[config.mk]
export PLATFORM = sky130hd
export DESIGN_NAME = bsc_regs
export DESIGN_NICKNAME = d
export VERILOG_FILES = /design/src/hw/bsc_pkg.sv /design/src/hw/bsc_regs.sv
export VERILOG_INCLUDE_DIRS = /design/src /design/src/hw
export SDC_FILE = /design/constraint.sdc
export NUM_CORES = 1
export LEC_CHECK = 0
export BUFFER_PORTS_ARGS = -buffer_cell sky130_fd_sc_hd__buf_2
export CAP_MARGIN = 10
export CORE_MARGIN = 2
export CORE_UTILIZATION = 30
export DETAILED_ROUTE_END_ITERATION = 6
export PLACE_DENSITY_LB_ADDON = 0.08
export SLEW_MARGIN = 10
export SYNTH_ARGS = -nofsm -noshare
export SYNTH_HDL_FRONTEND = slang
export SYNTH_SLANG_ARGS = --single-unit
export TNS_END_PERCENT = 30
[constraint.sdc]
create_clock -name clk -period 7.3 [get_ports clk]
set_input_delay 0.365 -clock clk [delete_from_list [all_inputs] [get_ports clk]]
set_output_delay 0.365 -clock clk [all_outputs]
set_load 0.02 [all_outputs]
[src/hw/bsc_cfg.svh]
// Offsets, field positions, reset values and setpoint constants for the buck setpoint registers
`ifndef BSC_CFG_SVH
`define BSC_CFG_SVH
`define BSC_BUCK2_OFFSET    8'h0f
`define BSC_BUCK3_OFFSET    8'h10
`define BSC_BUCK2_RESET     8'h08
`define BSC_BUCK3_RESET     8'h08
`define BSC_EXT_SEL_BIT     7
`define BSC_RSVD_BIT        6
`define BSC_CODE_MSB        5
`define BSC_CODE_LSB        0
`define BSC_BASE_MV         12'h384
`define BSC_STEP_MV         12'h019
`define BSC_MAX_MV          12'hce4
`define BSC_SAT_CODE        6'h38
`endif

[src/hw/bsc_pkg.sv]
// Types shared by the buck setpoint register bank
package bsc_pkg;
	typedef logic [7:0]  bsc_reg_t;
	typedef logic [5:0]  bsc_code_t;
	typedef logic [11:0] bsc_mv_t;
endpackage

[src/hw/bsc_regs.sv]
// Control registers of the second and third step-down converters
`timescale 1ns/10ps
`include "bsc_cfg.svh"

// Operation
// - third converter register at 0x10, reset 0x08
// - third converter writes need password unlock
// - bit7 zero selects register voltage code
// - bit7 one means external setpoint applies
// - bit6 reserved, reads zero, ignores writes
// - third code MSB and LSB fixed
// - second code LSB fixed, resets 00_1000b
// - second register 0x0f, reset 0x08, protected
module bsc_regs
	import bsc_pkg::*;
(
	input  wire logic     clk,            // 200 MHz internal clock
	input  wire logic     rst,            // Power-on reset, active high
	input  wire logic     wr_en,          // Register write strobe
	input  wire logic     rd_en,          // Register read strobe
	input  wire logic [7:0] addr,         // Register address
	input  wire logic [7:0] wr_data,      // Write data
	input  wire logic     pw_unlocked,    // Password sequence satisfied
	output logic [7:0]    rd_data,        // Registered read data
	output logic          buck2_external_adjust_sel, // Buck2 external source
	output logic          buck3_external_adjust_sel, // Buck3 external source
	output logic          buck2_use_code, // Buck2 follows its code
	output logic          buck3_use_code, // Buck3 follows its code
	output logic [11:0]   buck2_setpoint_mv, // Buck2 setpoint in mV, zero when external
	output logic [11:0]   buck3_setpoint_mv  // Buck3 setpoint in mV, zero when external
);
	// Writable masks: bit7 plus programmable code bits
	// Buck2 keeps only its code bit 0 fixed, so bits 5..1 are open
	localparam bsc_reg_t BUCK2_WMASK = 8'hbe;
	// Buck3 keeps code bits 5 and 0 fixed, so only bits 4..1 are open
	localparam bsc_reg_t BUCK3_WMASK = 8'h9e;

	// Register state
	// Both images hold the full byte so readback needs no reassembly;
	// the reserved and fixed bits simply never leave their reset value
	bsc_reg_t buck2_r, buck2_nxt;       // Buck2 register image
	bsc_reg_t buck3_r, buck3_nxt;       // Buck3 register image

	// Read path
	// Read data is held in a flop so the bus sees a stable byte
	bsc_reg_t rd_r, rd_nxt;             // Read data holding

	// Setpoint path
	// The setpoint trails the register by one clock; the converter
	// side must tolerate that single cycle of lag after each write
	bsc_mv_t  mv2_r, mv2_nxt;           // Buck2 setpoint
	bsc_mv_t  mv3_r, mv3_nxt;           // Buck3 setpoint

	// Source flags
	// Kept as their own flops so the outputs come straight from a
	// register, with no inverter between flop and pin
	logic     use2_r, use2_nxt;         // Buck2 follows its code
	logic     use3_r, use3_nxt;         // Buck3 follows its code

	// Code to millivolts with saturation at the top entry
	// The linear step alone never reaches the top voltage inside six
	// bits, so saturation is decided on the code, not on the sum
	function automatic bsc_mv_t code_to_mv(input bsc_code_t code);
		bsc_mv_t v;
		v = `BSC_BASE_MV + bsc_mv_t'(code) * `BSC_STEP_MV;
		if (code >= `BSC_SAT_CODE) begin
			// Every code from the top entry upwards gives the top voltage
			v = `BSC_MAX_MV;
		end
		return v;
	endfunction

	// Next-state for both registers, read data and setpoints
	always_comb begin
		buck2_nxt = buck2_r;
		buck3_nxt = buck3_r;
		rd_nxt    = rd_r;
		if (wr_en && pw_unlocked) begin
			if (addr == `BSC_BUCK2_OFFSET) begin
				// Only bit7 and code bits 5..1 change
				buck2_nxt = (buck2_r & ~BUCK2_WMASK) | (wr_data & BUCK2_WMASK);
			end else if (addr == `BSC_BUCK3_OFFSET) begin
				// Code bits 5 and 0 stay as reset
				buck3_nxt = (buck3_r & ~BUCK3_WMASK) | (wr_data & BUCK3_WMASK);
			end
		end
		if (rd_en) begin
			if (addr == `BSC_BUCK2_OFFSET) begin
				rd_nxt = buck2_r;
			end else if (addr == `BSC_BUCK3_OFFSET) begin
				rd_nxt = buck3_r;
			end else begin
				rd_nxt = 8'h00; // Unmapped address reads zero
			end
		end
		// External selection removes the code's influence
		mv2_nxt = buck2_r[`BSC_EXT_SEL_BIT] ? 12'h000 :
			code_to_mv(buck2_r[`BSC_CODE_MSB:`BSC_CODE_LSB]);
		mv3_nxt = buck3_r[`BSC_EXT_SEL_BIT] ? 12'h000 :
			code_to_mv(buck3_r[`BSC_CODE_MSB:`BSC_CODE_LSB]);
		// Source flags follow the next register value so they flip
		// on the same edge as the selection bit itself
		use2_nxt = ~buck2_nxt[`BSC_EXT_SEL_BIT];
		use3_nxt = ~buck3_nxt[`BSC_EXT_SEL_BIT];
	end

	// Register update
	always_ff @(posedge clk or posedge rst) begin
		if (rst) begin
			buck2_r <= `BSC_BUCK2_RESET;
			buck3_r <= `BSC_BUCK3_RESET;
			rd_r    <= 8'h00;
			mv2_r   <= 12'h000;
			mv3_r   <= 12'h000;
			use2_r  <= 1'b1;
			use3_r  <= 1'b1;
		end else begin
			buck2_r <= buck2_nxt;
			buck3_r <= buck3_nxt;
			rd_r    <= rd_nxt;
			mv2_r   <= mv2_nxt;
			mv3_r   <= mv3_nxt;
			use2_r  <= use2_nxt;
			use3_r  <= use3_nxt;
		end
	end

	assign rd_data                   = rd_r;
	assign buck2_external_adjust_sel = buck2_r[`BSC_EXT_SEL_BIT];
	assign buck3_external_adjust_sel = buck3_r[`BSC_EXT_SEL_BIT];
	assign buck2_use_code            = use2_r;
	assign buck3_use_code            = use3_r;
	assign buck2_setpoint_mv         = mv2_r;
	assign buck3_setpoint_mv         = mv3_r;
endmodule

# [Word-level counts from Yosys, hierarchy flattened]
# Index checks and enable logic that the tools add are counted.
[op_classes] add_sub_neg=2 mul=2 magnitude_cmp=2 n_eq_ne=2 n_mux=11 bitwise=5 n_reduce_logical=3
[ops] operator="$mux 8" n=7
[ops] operator="$mux 12" n=4
[ops] operator="$add 10x11->12 const A" n=2
[ops] operator="$mul 6x5->11 const B" n=2
[ops] operator="$or 7x8->8" n=2
[ops] operator="$ge 6x6->1 const B" n=2
[ops] operator="$eq 8x4->1 const B" n=1
[ops] operator="$eq 8x5->1 const B" n=1
[ops] operator="$not 1->1" n=3
[ops] operator="$reduce_and 3->1" n=1
[ops] operator="$reduce_and 2->1" n=1
[ops] operator="$logic_and 1x1->1" n=1
[word_totals] ff_bits=50 inputBits=21 out_inout_bits=36 word_cells=36

# [Logic depth before layout (Yosys ltp)]
[logic_depth] ltp_word=5 depth_mapped=10 ltp_nobuf=10

# [Worst setup path before layout]
# Ideal clock, no wire load.
[synth_timing] path_type="flip-flop to flip-flop" startpoint="register buck2_r[3]" endpoint="register mv2_r[11], in the netlist buck2_setpoint_mv[11]" setup_ps=120 arrival_time_ps=2711 t_required_ps=7180 setup_slack_ps=4469 path_stages_with_launch=11 n_path_buf=0 synth_period_minus_slack_ps=2831 path_cell_list="dfstp_2 inv_1 ha_1 inv_1 ha_1 ha_1 ha_1 o21ai_0 o21a_1 or4_1 and3_1"
[synth_via] elab_chain_cells=4 elab_cells_between_ends=5 cone_classes="1 x add/sub; 1 x mul; 1 x order compare; 2 x mux"
[synth_lines] element="from (decl)" line="bsc_regs.sv:41" source="bsc_reg_t buck2_r, buck2_nxt;"
[synth_lines] element="from (signal assigned)" line="bsc_regs.sv:110" source="buck2_r <= `BSC_BUCK2_RESET;"
[synth_lines] element="from (signal assigned)" line="bsc_regs.sv:118" source="buck2_r <= buck2_nxt;"
[synth_lines] element="$mul 6x5->11 (no source line)"
[synth_lines] element="$add 10x11->12 (no source line)"
[synth_lines] element="$mux 12 *" line="bsc_regs.sv:66" source="if (code >= `BSC_SAT_CODE) begin"
[synth_lines] element="$mux 12 *" line="bsc_regs.sv:97" source="mv2_nxt = buck2_r[`BSC_EXT_SEL_BIT] ? 12'h000 :"
[synth_lines] element="named net mv2_nxt[11]" line="bsc_regs.sv:51" source="bsc_mv_t mv2_r, mv2_nxt;"
[synth_lines] element="to (signal assigned)" line="bsc_regs.sv:121" source="mv2_r <= mv2_nxt;"
[synth_lines] element="to (decl)" line="bsc_regs.sv:51"
# The timed path passes the listed nets; every way through them passes the cells marked *.
# A chain may end at the register's enable or synchronous reset.

# [Worst setup path in the final report]
# Ends and elaborated chain as after synthesis.

==> results_dict.tcl <==
set metrics [dict create \
    result_of_the_run "completed" \
    tightestPinTransition_ns 0.926 \
    routed_wire_length_per_instance_um 14.0 \
    fillerInstances 892 \
    grt_pass1_vias 1901 \
    min_delay_path_class "in2reg" \
    post-cts-setup-buffers 0 \
    postSynthCellCount 244 \
    max_slew_violation_count 0 \
    fin_cells 413 \
    detail_route.wirelength_mm 5.78 \
    post-place-ws_ns 4.25 \
    p_leak_nw 1.68 \
    synth_compound_area_share_pct 11.1 \
    maxSlewHeadroom_pct 38.2 \
    ys_async_sr_fraction_pct 100 \
    worstSetupEndpointType "flip-flop" \
    seq_area_frac_synth_pct 40.4 \
    setup_ws_ns 4.24 \
    place_congestion 0.737 \
    antenna_found_initial 0 \
    combinationalPowerShare_pct 13.8 \
    clock_network_latency_to_the_later_pin_of_the_worst_skew_pair_ns 0.30 \
    synth.yosys.warnings 0 \
    seqPwrFrac_pct 46.6 \
    fin_nets 377 \
    worstPathRequired_ns 7.49 \
    route.antenna.remaining_nets 0 \
    global_route_wire_length_before_repair_mm 9.34 \
    cts_max_path_buffers 2 \
    final_min_period_over_clock_period_pct 42.0 \
    yosys.cell_count.top_type "sky130_fd_sc_hd__ha_1" \
    drive_above_1_share_pct 26.6 \
    worst-path-max-fanout 9 \
    post_synth.cell_area_avg_sq_um 11.2 \
    antenna_cells_inserted 0 \
    start_kind "flip-flop" \
    post_cts_resized 0 \
    grt_overflow_total 0 \
    yosys_most_used_dff "sky130_fd_sc_hd__dfrtp_1" \
    dr_total_vias 1960 \
    clock_pin_slew_on_the_worst_setup_and_hold_paths_ns 0.09 \
    pin_count_of_the_biggest_net_entering_global_routing 45 \
    drt_first_pass_iters 4 \
    dieArea_sq_mm 0.00991 \
    fp.dieH_um 99.6 \
    finalSetupViolations 0 \
    cts_hold_buf 0 \
    maxCapViolCount 0 \
    clock_tree_from_tritoncts "done" \
    max_freq_ghz 0.326 \
    p_clk_share_pct 39.7 \
    track_usage_pct 12.0 \
    yosys-mux-area-fraction_pct 6.44 \
    numPortBuffers 54 \
    synthTopCellsByCount "sky130_fd_sc_hd__ha_1 (48), sky130_fd_sc_hd__dfrtp_1 (40), sky130_fd_sc_hd__inv_1 (27), sky130_fd_sc_hd__nor2_1 (12)" \
    worst_hold_slack_ns 0.251 \
    yosys.area_share.adder_pct 24.9 \
    totalNegativeSetupSlack_ns 0 \
    synth_top_area_share_pct 36.5 \
    io_pins 57 \
    path_class "reg2reg" \
    rows 34 \
    report.final.hold_viol_count 0 \
    detail_route.drc_violations 0 \
    cts_inserted_buffers 5 \
    dr.first_iter.drc_count 38 \
    crit_arrival_ns 3.25 \
    maximum_ir_drop_on_the_vdd_rail_mv 0.107 \
    netSwitchingPower_mw 0.139 \
    swShare_pct 24.7 \
    vias_per_cell 4.75 \
    netlist.top_cell.by_area "sky130_fd_sc_hd__dfrtp_1" \
    cts-root-buf "sky130_fd_sc_hd__clkbuf_8" \
    total_power_mw 0.563 \
    power_density_mw_per_mm2 173 \
    netlist_area_pre_place_sq_mm 0.00274 \
    power.internal_mw 0.424 \
    cts.sink_count 44 \
    areaGrowthSynthToFinish_pct 19.1 \
    design_area_sq_mm 0.00326 \
    clock-skew-final_ns 0.00844 \
    synth.lib_cells_used.distinct 46 \
    post-place-cells 405 \
    initial_core_util_pct 31.1 \
    yosys-top-cells-area "sky130_fd_sc_hd__dfrtp_1 (37%), sky130_fd_sc_hd__ha_1 (22%), sky130_fd_sc_hd__dfstp_2 (3.8%), sky130_fd_sc_hd__inv_1 (3.7%), sky130_fd_sc_hd__mux2_4 (3.3%)" \
    finish.utilization_pct 37.0 \
    die_width_um 99.6 \
    ys_ff_latch 44 \
    number_of_synthesized_flops_with_an_enable_pin 0 \
    core_region_area_sq_mm 0.00881 \
    post_synth_and_or_nand_nor_area_fraction_pct 11.3 \
    setup_repair_after_global_routing_missed_its_margin "no" \
    largest_family_of_logic_cells_by_synthesized_area "adder cells" \
    timing.final.crit_period_ns 3.06 \
    h-tree-depth 2 \
    place_area_sq_mm 0.00313 \
    detailed_place_hpwl_mm 4.41 \
    synthXorXnorAreaFrac_pct 0.959 \
]
## per-layer routing
metal | wire length [um] | share of wire [%] | vias to the layer above | GRT usage, %
met2 | 3040 | 53 | 33 | 21.5
met4 | 67 | 1.2 | 0 | 3.48
li1 | - | - | 973 | -
met5 | 0 | 0 | - | 0
met1 | 2450 | 42 | 945 | 14.6
met3 | 214 | 3.7 | 9 | 2.46
## layout by cell type, fill, tap and decap left out, drive strengths merged, types with 8 or more instances in the layout
cell / instances
dfrtp: 40
buf: 54
o21ai: 8
nor2: 13
nor2b: 9
ha: 48
mux2: 11
nor3: 10
a21oi: 8
inv: 27
## power groups by stage
stage	clock [mW]	combinational (mW)	sequential (mW)
4_1_cts	0.236	0.0794	0.263
2_1_floorplan	0	0.0392	0.279
3_3_place_gp	0	0.0782	0.267
3_5_place_dp	0	0.0788	0.267
6_report	0.223	0.0776	0.262
5_1_grt	0.241	0.0876	0.264
## layout make-up
class                   count  area (sq um)  share of cell area (%)
repair buffers             54           270                    8.29
clock inverters             2          60.1                    1.84
multi-input cells         172          1520                    46.5
inverters                  27           101                    3.11
flip-flops and latches     44          1110                    33.9
clock buffers               6          72.6                    2.22
well taps                 108           135                    4.14
## path summary, 6_finish.rpt
kind / to / depth (start not counted) / startpoint / slack [ns]
max in group asynchronous: buck3_setpoint_mv[3] / 2 / rst / 6.45
worst max-delay path: buck2_setpoint_mv[11] / 10 / buck2_r[3] / 4.24
min in group asynchronous: buck3_setpoint_mv[0] / 2 / rst / 0.26
worst max register to register: buck2_setpoint_mv[11] / 10 / buck2_r[3] / 4.24
worst min-delay path: buck2_use_code / 2 / wr_data[7] / 0.25
worst min register to register: rd_data[2] / 1 / rd_data[2] / 0.54
## worst max-delay path, cell delays in order, from the launching register on
cell	delay, ns
sky130_fd_sc_hd__dfstp_2	0.63
sky130_fd_sc_hd__inv_1	0.07
sky130_fd_sc_hd__ha_1	0.27
sky130_fd_sc_hd__inv_1	0.04
sky130_fd_sc_hd__ha_1	0.29
sky130_fd_sc_hd__ha_1	0.31
sky130_fd_sc_hd__ha_1	0.35
sky130_fd_sc_hd__o21ai_0	0.14
sky130_fd_sc_hd__o21a_1	0.21
sky130_fd_sc_hd__or4_1	0.49
sky130_fd_sc_hd__and3_1	0.17
## cells by family (layout without fill, tap and decap cells)
family	after synthesis	count (layout)
and+or+nand+nor	56	56
adders and majority gates	52	52
DFF	44	44
AOI/OAI and AO/OA	42	42
buffers and inverters	32	89
muxes	14	14
xor gates and xnor gates	3	3
other	1	5
## state kept, by name (all words and copies together), names as in the netlist
signal,cells
rd_data,7
buck3_use_code,1
buck3_setpoint_mv,12
buck2_use_code,1
buck2_setpoint_mv,12
buck3_r,5
buck2_r,6
No activity file was read; power rests on OpenSTA's default activity.
